`config.mk`:
```
export PLATFORM = sky130hd
export DESIGN_NAME = adc_byte_parallel_host_port
export DESIGN_NICKNAME = d
export VERILOG_FILES = /design/src/host_port_pkg.sv /design/src/adc_byte_parallel_host_port.sv
export SDC_FILE = /design/constraint.sdc
export NUM_CORES = 1
export LEC_CHECK = 0
export BUFFER_PORTS_ARGS = -buffer_cell sky130_fd_sc_hd__buf_2
export CORE_UTILIZATION = 25
export CTS_BUF_LIST = sky130_fd_sc_hd__clkbuf_2
export DETAILED_ROUTE_END_ITERATION = 16
export PLACE_DENSITY = 0.48
export SYNTH_ARGS = -nofsm -noshare
export SYNTH_HDL_FRONTEND = slang
export SYNTH_SLANG_ARGS = --single-unit
```
`constraint.sdc`:
```
create_clock -name sys_clk_i -period 2.6 [get_ports sys_clk_i]
set_input_delay 0.26 -clock sys_clk_i [delete_from_list [all_inputs] [get_ports sys_clk_i]]
set_output_delay 0.26 -clock sys_clk_i [all_outputs]
set_load 0.01 [all_outputs]
```
`src/host_port_pkg.sv`:
```
// Shared constants, pin carrier type and the pin synchroniser module
package host_port_pkg;
	localparam int          DATA_W          = 12;
	localparam int          DIN_W           = 9;
	localparam int          BYTE_W          = 8;
	localparam int          WORD_W          = 16;
	localparam int          PAYLOAD_W       = 14;
	localparam int          SEL_HI_POS      = 15;
	localparam int          SEL_LO_POS      = 14;
	localparam logic [1:0]  SEL_NONE        = 2'h0;
	localparam logic [1:0]  SEL_TEST        = 2'h1;
	localparam logic [1:0]  SEL_CAL         = 2'h2;
	localparam logic [1:0]  SEL_CTRL        = 2'h3;
	localparam int          CTRL_BIPOLAR    = 0;
	localparam int          CTRL_CAL_START  = 1;
	localparam int          CTRL_RDSEL_LO   = 6;
	localparam int          CTRL_RDSEL_HI   = 7;
	localparam logic [1:0]  RD_DATA         = 2'h0;
	localparam logic [1:0]  RD_TEST         = 2'h1;
	localparam logic [1:0]  RD_CAL          = 2'h2;
	localparam logic [1:0]  RD_STATUS       = 2'h3;
	localparam logic [13:0] CTRL_RESET      = 14'h0000;
	localparam logic [13:0] TEST_RESET      = 14'h0000;
	localparam logic [13:0] CAL_RESET       = 14'h0000;
	localparam logic [11:0] RESULT_RESET    = 12'h000;
	localparam logic [7:0]  CONV_MCLK_CYCLES = 8'h10;
	localparam logic [7:0]  CAL_MCLK_CYCLES  = 8'hC8;
	localparam int          SYNC_STAGES     = 2;

	typedef struct packed {
		logic cs_b;
		logic rd_b;
		logic wr_b;
		logic byte_select;
		logic conversion_trigger;
		logic master_clock_input;
	} host_pins_s;

	typedef enum logic [1:0] {ST_IDLE, ST_ARMED, ST_CONVERT,
		ST_CALIBRATE} conv_state_e;
endpackage : host_port_pkg

`timescale 1ns/1ps
// Two-flop synchroniser for the asynchronous pin group
module pin_sync
(
	input  wire logic                      sys_clk_i,
	input  wire logic                      rst_b_i,
	input  wire host_port_pkg::host_pins_s pins_i,
	output      host_port_pkg::host_pins_s pins_o
);
	import host_port_pkg::*;

	host_pins_s stage1_reg;
	host_pins_s stage2_reg;
	localparam host_pins_s IDLE_PINS = '{cs_b: 1'b1, rd_b: 1'b1, wr_b: 1'b1,
		byte_select: 1'b0, conversion_trigger: 1'b1, master_clock_input: 1'b0};

	always_ff @(posedge sys_clk_i or negedge rst_b_i)
	begin
		if (!rst_b_i)
		begin
			stage1_reg <= IDLE_PINS;
			stage2_reg <= IDLE_PINS;
		end
		else
		begin
			stage1_reg <= pins_i;
			stage2_reg <= stage1_reg;
		end
	end

	assign pins_o = stage2_reg;
endmodule : pin_sync

```
`src/adc_byte_parallel_host_port.sv`:
```
// Parallel host port of the sampling converter: byte writes, reads, busy
`timescale 1ns/1ps
module adc_byte_parallel_host_port
(
	input  wire logic                      sys_clk_i,
	input  wire logic                      rst_b_i,
	input  wire host_port_pkg::host_pins_s pins_i,
	input  wire logic [8:0]                data_bus_lines_i,
	output      logic [11:0]               data_bus_lines_o,
	output      logic [11:0]               data_bus_lines_oe_o,
	input  wire logic [11:0]               sampled_code_i,
	output      logic                      hold_o,
	output      logic                      busy_o
);
	import host_port_pkg::*;

	host_pins_s  pins_s;
	host_pins_s  pins_prev_reg;
	conv_state_e state_reg;
	conv_state_e state_next;
	logic [7:0]  count_reg;
	logic [7:0]  count_next;
	logic [13:0] ctrl_reg;
	logic [13:0] test_reg;
	logic [13:0] cal_reg;
	logic [11:0] result_reg;
	logic [7:0]  low_byte_reg;
	logic        low_seen_reg;
	logic [7:0]  din_meta_reg;
	logic [7:0]  din_sync_reg;
	logic [11:0] out_reg;
	logic        cal_req_reg;

	pin_sync u_pin_sync
	(
		.sys_clk_i (sys_clk_i),
		.rst_b_i   (rst_b_i),
		.pins_i    (pins_i),
		.pins_o    (pins_s)
	);

	function automatic logic [11:0] code_format(input logic [11:0] code,
		input logic bipolar);
		code_format = bipolar ? {~code[11], code[10:0]} : code;
	endfunction : code_format

	wire selected   = !pins_s.cs_b;
	wire reading    = selected && !pins_s.rd_b;
	wire write_end  = selected && pins_s.wr_b && !pins_prev_reg.wr_b;
	wire trig_fall  = pins_prev_reg.conversion_trigger
		&& !pins_s.conversion_trigger;
	wire trig_rise  = !pins_prev_reg.conversion_trigger
		&& pins_s.conversion_trigger;
	wire mclk_tick  = pins_s.master_clock_input
		&& !pins_prev_reg.master_clock_input;
	wire hi_write   = write_end && pins_s.byte_select;
	wire lo_write   = write_end && !pins_s.byte_select;
	wire commit     = hi_write && low_seen_reg;
	wire [15:0] write_word = {din_sync_reg, low_byte_reg};
	wire [1:0]  write_sel  = {write_word[SEL_HI_POS], write_word[SEL_LO_POS]};
	wire [13:0] payload    = write_word[PAYLOAD_W-1:0];
	wire [1:0]  read_sel   = ctrl_reg[CTRL_RDSEL_HI:CTRL_RDSEL_LO];
	wire [15:0] status_word = {12'h000, cal_req_reg, hold_o, busy_o,
		ctrl_reg[CTRL_BIPOLAR]};
	wire [15:0] read_word =
		(read_sel == RD_TEST)   ? {SEL_TEST, test_reg} :
		(read_sel == RD_CAL)    ? {SEL_CAL, cal_reg} :
		(read_sel == RD_STATUS) ? status_word :
		{4'h0, result_reg};
	wire [11:0] read_sel_data = pins_s.byte_select
		? {4'h0, read_word[WORD_W-1:BYTE_W]}
		: read_word[DATA_W-1:0];
	wire        low_lines_oe  = reading;
	wire        high_lines_oe = reading && !pins_s.byte_select;

	always_comb
	begin
		state_next = state_reg;
		count_next = count_reg;
		unique case (state_reg)
			ST_IDLE:
			begin
				if (cal_req_reg)
				begin
					state_next = ST_CALIBRATE;
					count_next = CAL_MCLK_CYCLES;
				end
				else if (trig_fall)
					state_next = ST_ARMED;
			end
			ST_ARMED:
			begin
				if (trig_rise)
				begin
					state_next = ST_CONVERT;
					count_next = CONV_MCLK_CYCLES;
				end
			end
			ST_CONVERT, ST_CALIBRATE:
			begin
				if (mclk_tick)
				begin
					count_next = count_reg - 8'h01;
					if (count_reg == 8'h01)
						state_next = ST_IDLE;
				end
			end
		endcase
	end

	always_ff @(posedge sys_clk_i or negedge rst_b_i)
	begin
		if (!rst_b_i)
		begin
			state_reg     <= ST_IDLE;
			count_reg     <= 8'h00;
			pins_prev_reg <= '{cs_b: 1'b1, rd_b: 1'b1, wr_b: 1'b1,
				byte_select: 1'b0, conversion_trigger: 1'b1,
				master_clock_input: 1'b0};
		end
		else
		begin
			state_reg     <= state_next;
			count_reg     <= count_next;
			pins_prev_reg <= pins_s;
		end
	end

	// Byte assembly; a high byte with no pending low byte is dropped
	always_ff @(posedge sys_clk_i or negedge rst_b_i)
	begin
		if (!rst_b_i)
		begin
			low_byte_reg <= 8'h00;
			low_seen_reg <= 1'b0;
		end
		else if (lo_write)
		begin
			low_byte_reg <= din_sync_reg;
			low_seen_reg <= 1'b1;
		end
		else if (hi_write)
			low_seen_reg <= 1'b0;
	end

	always_ff @(posedge sys_clk_i or negedge rst_b_i)
	begin
		if (!rst_b_i)
		begin
			ctrl_reg <= CTRL_RESET;
			test_reg <= TEST_RESET;
			cal_reg  <= CAL_RESET;
		end
		else if (commit)
		begin
			if (write_sel == SEL_CTRL)
				ctrl_reg <= payload;
			if (write_sel == SEL_TEST)
				test_reg <= payload;
			if (write_sel == SEL_CAL)
				cal_reg <= payload;
		end
	end

	// Calibration request: a new request wins over the clear
	always_ff @(posedge sys_clk_i or negedge rst_b_i)
	begin
		if (!rst_b_i)
			cal_req_reg <= 1'b0;
		else if (commit && write_sel == SEL_CTRL && payload[CTRL_CAL_START])
			cal_req_reg <= 1'b1;
		else if (state_reg == ST_CALIBRATE)
			cal_req_reg <= 1'b0;
	end

	always_ff @(posedge sys_clk_i or negedge rst_b_i)
	begin
		if (!rst_b_i)
			result_reg <= RESULT_RESET;
		else if (state_reg == ST_CONVERT && state_next == ST_IDLE)
			result_reg <= code_format(sampled_code_i,
				ctrl_reg[CTRL_BIPOLAR]);
	end

	// Output word follows the selection until a read starts, then holds, reloading only when byte_select changes
	always_ff @(posedge sys_clk_i or negedge rst_b_i)
	begin
		if (!rst_b_i)
			out_reg <= 12'h000;
		else if (!reading || pins_s.byte_select != pins_prev_reg.byte_select)
			out_reg <= read_sel_data;
	end

	// Write data synchronised in step with the strobes
	always_ff @(posedge sys_clk_i or negedge rst_b_i)
	begin
		if (!rst_b_i)
		begin
			din_meta_reg <= 8'h00;
			din_sync_reg <= 8'h00;
		end
		else
		begin
			din_meta_reg <= data_bus_lines_i[7:0];
			din_sync_reg <= din_meta_reg;
		end
	end

	assign data_bus_lines_o    = out_reg;
	assign data_bus_lines_oe_o = {{3{high_lines_oe}}, high_lines_oe,
		{8{low_lines_oe}}};
	assign busy_o = (state_reg != ST_IDLE);
	assign hold_o = (state_reg == ST_CONVERT);
endmodule : adc_byte_parallel_host_port

```
After elaboration in Yosys (flattened, before gate mapping)
Cells that the tools add are included.
- equality and inequality tests: 14
- order comparisons: 0
- div/mod/pow operators: 0
- muxes and demuxes: 19
- reductions and logical operators: 32
- $mul: 0
- shift-type cells: 0
- add/sub/neg operators: 1
- bitwise operators: 1
- operator list (operator ; number):
    $mux 12 ; 3
    $mux 16 ; 2
    $mux 8 ; 3
    $pmux 8 s3 ; 1
    $logic_and 1x1->1 ; 13
    $eq 2x2->1 const B ; 6
    $mux 2 ; 5
    $eq 8x1->1 const B ; 1
    $logic_not 1->1 ; 8
    $sub 8x1->8 const B ; 1
    $eq 2x1->1 const B ; 3
    $ne 2x2->1 const B ; 3
    $pmux 2 s3 ; 1
    $reduce_and 2->1 ; 3
    $reduce_bool 2->1 ; 3
    $logic_not 2->1 ; 2
    $mux 1 ; 4
    $reduce_and 3->1 ; 1
    $reduce_or 2->1 ; 1
    $logic_or 1x1->1 ; 1
    $ne 1x1->1 ; 1
    $not 1->1 ; 1
- bits in latches: 0
- bits of input ports: 29
- ROM bits: 0
- RAM bits: 0
- logic and storage cells: 95
- bits in registers: 112
- memories kept: 0
- output and inout port bits: 26

Logic depth before layout (Yosys ltp)
- word-level depth: 8
- mapped depth: 7

Hierarchy
Synthesis repeated with hierarchy kept, for this count alone.
- cells, all modules: 314
- area total of the unflattened synthesis: 4433.0 µm²
- by module, submodules not included (module ; area an instance (µm²) ; cells an instance ; times used):
    adc_byte_parallel_host_port ; 4122.7 ; 302 ; 1
    pin_sync ; 310.3 ; 12 ; 1

Worst setup path before layout
Ideal clock, no wire load.
- path kind: register to register
- start point: reg u_pin_sync.stage2_reg, in the netlist u_pin_sync.pins_o[3]
- end point: reg cal_reg[10]
- buffers on the path: 1
- arrival time: 1.913 ns
- cell stages (with the launch flop): 5
- path slack: 0.562 ns
- clock period less this slack: 2.038 ns
- cell sequence: dfstp_2 or3b_2 nor4b_4 buf_6 mux2_2
- word-level cells in the longest chain between the ends: 5
- ends and longest elaborated chain (what ; RTL line ; source):
    start: declaration ; host_port_pkg.sv:55 ; host_pins_s stage2_reg;
    start signal: assignment ; host_port_pkg.sv:69 ; stage2_reg <= stage1_reg;
    $logic_and 1x1->1 (2 in series) ; adc_byte_parallel_host_port.sv:49 ; wire write_end = selected && pins_s.wr_b && !pins_prev_reg.wr_b;
    $logic_and 1x1->1 ; adc_byte_parallel_host_port.sv:56 ; wire hi_write = write_end && pins_s.byte_select;
    $logic_and 1x1->1 ; adc_byte_parallel_host_port.sv:58 ; wire commit = hi_write && low_seen_reg;
    $reduce_and 2->1 (no line) ; n/a ;
    end signal: assignment ; adc_byte_parallel_host_port.sv:161 ; cal_reg <= payload;
    end: declaration ; adc_byte_parallel_host_port.sv:25 ; logic [13:0] cal_reg;
Every way passes these cells.
A chain may end at the register's enable or synchronous reset.

Worst setup path in the final report
- start point: reg count_reg[2]
- end point: reg result_reg[1]
- word-level cells in the longest chain between the ends: 6
- ends and longest elaborated chain (what ; RTL line ; source):
    start: declaration ; adc_byte_parallel_host_port.sv:21 ; logic [7:0] count_reg;
    start signal: assignment ; adc_byte_parallel_host_port.sv:124 ; count_reg <= count_next;
    $eq 8x1->1 ; adc_byte_parallel_host_port.sv:104 ; if (count_reg == 8'h01)
    $mux 2 ; adc_byte_parallel_host_port.sv:104 ;
    $mux 2 ; adc_byte_parallel_host_port.sv:101 ; if (mclk_tick)
    $pmux 2 s3 ; adc_byte_parallel_host_port.sv:80 ; unique case (state_reg)
    $logic_not 2->1 ; adc_byte_parallel_host_port.sv:180 ; else if (state_reg == ST_CONVERT && state_next == ST_IDLE)
    $logic_and 1x1->1 ; adc_byte_parallel_host_port.sv:180 ;
    end signal: assignment ; adc_byte_parallel_host_port.sv:181 ; result_reg <= code_format(sampled_code_i,
    end: declaration ; adc_byte_parallel_host_port.sv:26 ; logic [11:0] result_reg;
Every way passes these cells.

==> summary.txt <==
CTS
  – Post-CTS sizing: 0
  – Clk buf depth: 2
  – Clock Pin Slew Worst Setup and Hold Paths: 0.31 ns
  – CTS buffer count: 9
  – Clk Latency, worst-skew pair: 0.60 ns
  – CTS tree: yes
  – CTS Sinks: 107
  – CTS H-tree lvls: 3
  – Clock root buffer: clkbuf_2

Final layout
  – # fillers: 1768
  – Most frequent cells in the layout: dfrtp_1, buf_2, mux2_2, dlygate4sd3_1
  – Post-layout util: 0.3077
  – Register Area: 0.002690 mm²
  – Area of the multi-input gates: 0.001540 mm²
  – Nets@finish: 417
  – Design area: 0.005321 mm²
  – Fraction of layout cells with a size suffix above 1: 0.3990
  – Synth-to-layout area growth: 20.04%
  – Most common cell after layout, fill and taps aside: dfrtp_1
  – Non-filler instance count after layout: 618

Global routing
  – Initial antenna violation count: 1
  – Total GRT Usage: 0.1050
  – First-pass GRT wire length: 14500 µm
  – Pin count of the biggest net entering global routing: 48
  – Global route overflow: 0
  – Vias in the first global route: 2699

Placed design
  – Post-Place Cells: 573
  – Dpl cell area: 0.004871 mm²
  – PortBufs: 53
  – Dpl hpwl: 6122 µm
  – GPL Wtd Cong: 0.7566

STA
  – Fin crit share: 0.8459
  – Final Hold Viols: 0
  – Worst Tran Pin Value: 0.8060 ns
  – Max Fclk: 454.7 MHz
  – Layout Skew: 0.02404 ns
  – Final Slew Violations: 0
  – Final setup vio count: 0
  – RSZ-0062 raised after global routing: no
  – Setup TNS: 0 ns
  – Worst slew margin: 0.4626
  – Period minus WS final: 2.199 ns

Yosys
  – Share of the synthesized area in the top cell type: 0.5476
  – Prevailing post-synth register cell: dfrtp_1
  – Register area share after synthesis: 0.6068
  – Post-synth net total: 345
  – Distinct cells, synth: 51
  – Fraction of registers with async set/reset: 1.000
  – Top cells by area, synth: dfrtp_1, mux2_2, dfstp_2
  – Avg Cell Area, Syn: 14.12 µm²
  – Seq cells post-synth: 107
  – Post-synth EDFFs: 0
  – Cell area after synthesis: 0.004433 mm²
  – Yosys warning count: 0
  – Top cell type by total area after synthesis: dfrtp_1
  – Post-Syn Instances: 314

Floorplan
  – Core Box Area: 0.01730 mm²
  – # rows: 48
  – IO Pins: 55
  – Height of the die: 135.2 µm
  – Initial Utilization: 0.2563
  – Die area: 0.01827 mm²
  – DIE WIDTH: 135.2 µm

Routing
  – Routed Antenna Nets: 0
  – Vias per inst: 4.275
  – Final Routed Wirelength: 8725 µm
  – Residual DRC: 0
  – Initial DRC Count: 117
  – Per-cell routed wire length: 14.12 µm
  – Vias after detailed routing: 2642
  – First-pass DRT Iterations: 4

Job
  – Max Cap Viol: 0

Outcome
  – Status: finished clean

Setup path
  – R2R depth: 4
  – Arrival time worst endpoint: 2.72 ns
  – R2R Setup Slk: 0.40 ns
  – Worst EP required: 3.12 ns
  – Reg-to-reg endpoint: result_reg[1]$_DFFE_PN0P_
  – Crit path capture type: flop
  – Largest stage delay on the critical path: 0.60 ns
  – Crit path max fanout: 12
  – Critical setup path kind: flop to flop
  – Reg2reg start: count_reg[2]$_DFFE_PN0P_
  – CP max stage cell: or4_4
  – Setup crit start kind: flop
  – CP Cell Sequence: or4_4, nor4_4, and2b_4, mux2_2

Hold path
  – Worst hold-check path type: primary input to async pin

Power and ir drop
  – Leak: 2.447 nW
  – Total power: 3.948 mW
  – Maximum vdd drop: 0.2589 mV
  – PwrDens: 742.0 mW/mm²
## cell type report
class                           instances  share of cell area
Sequential cell                       107              0.5055
Tap cell                              225             0.05290
Timing Repair Buffer                   88              0.1147
Multi-Input combinational cell        175              0.2894
Inverter                                5            0.003527
Clock inverter                          7             0.02445
Clock buffer                            9            0.008465
Antenna cell                            2           0.0009405
## power breakdown
part	internal [mW]	leakage, nW	total [mW]	switching, mW
Combinational	0.435	0.991	0.786	0.351
Clock	0.436	0.101	1.02	0.584
Sequential	1.93	1.36	2.14	0.208
Total	2.81	2.45	3.95	1.14
## cell families (layout without fill, tap and decap cells)
kind of cell,Yosys count,in the layout,synth area share
flops,107,107,0.6068
mux,65,65,0.1818
simple gates,57,57,0.07875
compound gates,46,46,0.07141
buf+inv,32,109,0.04572
xor+xnor,5,5,0.009880
fa+ha+maj,2,2,0.005644
other cells,0,2,0
## timing repair
action,in CTS,in global routing
buffers inserted,0,0
setup endpoints to repair,0,0
endpoints found under the hold margin,110,0
hold buffers,27,0
## cells in the mapped netlist, types with 4 or more instances
master / number
dfrtp_1: 97
mux2_2: 44
buf_4: 13
nand2_1: 13
nor2_1: 13
a21oi_1: 10
dfstp_2: 10
mux2_4: 10
clkbuf_1: 9
mux2i_1: 7
nor3_1: 6
inv_1: 5
a211oi_1: 4
a21o_1: 4
mux4_2: 4
o21ai_0: 4
## worst max path at each step
stage,startpoint,to,depth (start not counted)
2_1_floorplan,u_pin_sync.pins_o[3]$_DFF_PN1_,cal_reg[10]$_DFFE_PN0P_,4
3_3_place_gp,count_reg[2]$_DFFE_PN0P_,result_reg[1]$_DFFE_PN0P_,4
3_5_place_dp,count_reg[2]$_DFFE_PN0P_,result_reg[1]$_DFFE_PN0P_,4
4_1_cts,count_reg[2]$_DFFE_PN0P_,result_reg[1]$_DFFE_PN0P_,4
5_1_grt,count_reg[2]$_DFFE_PN0P_,result_reg[1]$_DFFE_PN0P_,4
6_report,count_reg[2]$_DFFE_PN0P_,result_reg[1]$_DFFE_PN0P_,4
## per-stage QoR
step                      hold WS (ns)  setup slack (ns)
after floorplan               -0.03559            0.5620
after global placement          0.2764            0.4216
after detailed placement        0.2821            0.4206
after CTS                      0.09603            0.3819
after global routing           0.08006            0.2907
final                           0.1297            0.4008
## worst max-delay path: cells and delay by family (launching register included)
family	cells	cell delay (ns)
AND/OR/NAND/NOR	3	1.26
multiplexers	1	0.37
flip-flops	1	0.50
## layer usage
layer,vias to the layer above,wire (µm),GRT usage
met4,0,190,0.05431
met5,-,0,0
met3,13,292,0.02020
li1,1253,-,-
met2,53,4019,0.1570
met1,1323,4223,0.1441
Note: power is estimated with default switching activity, not from simulation.
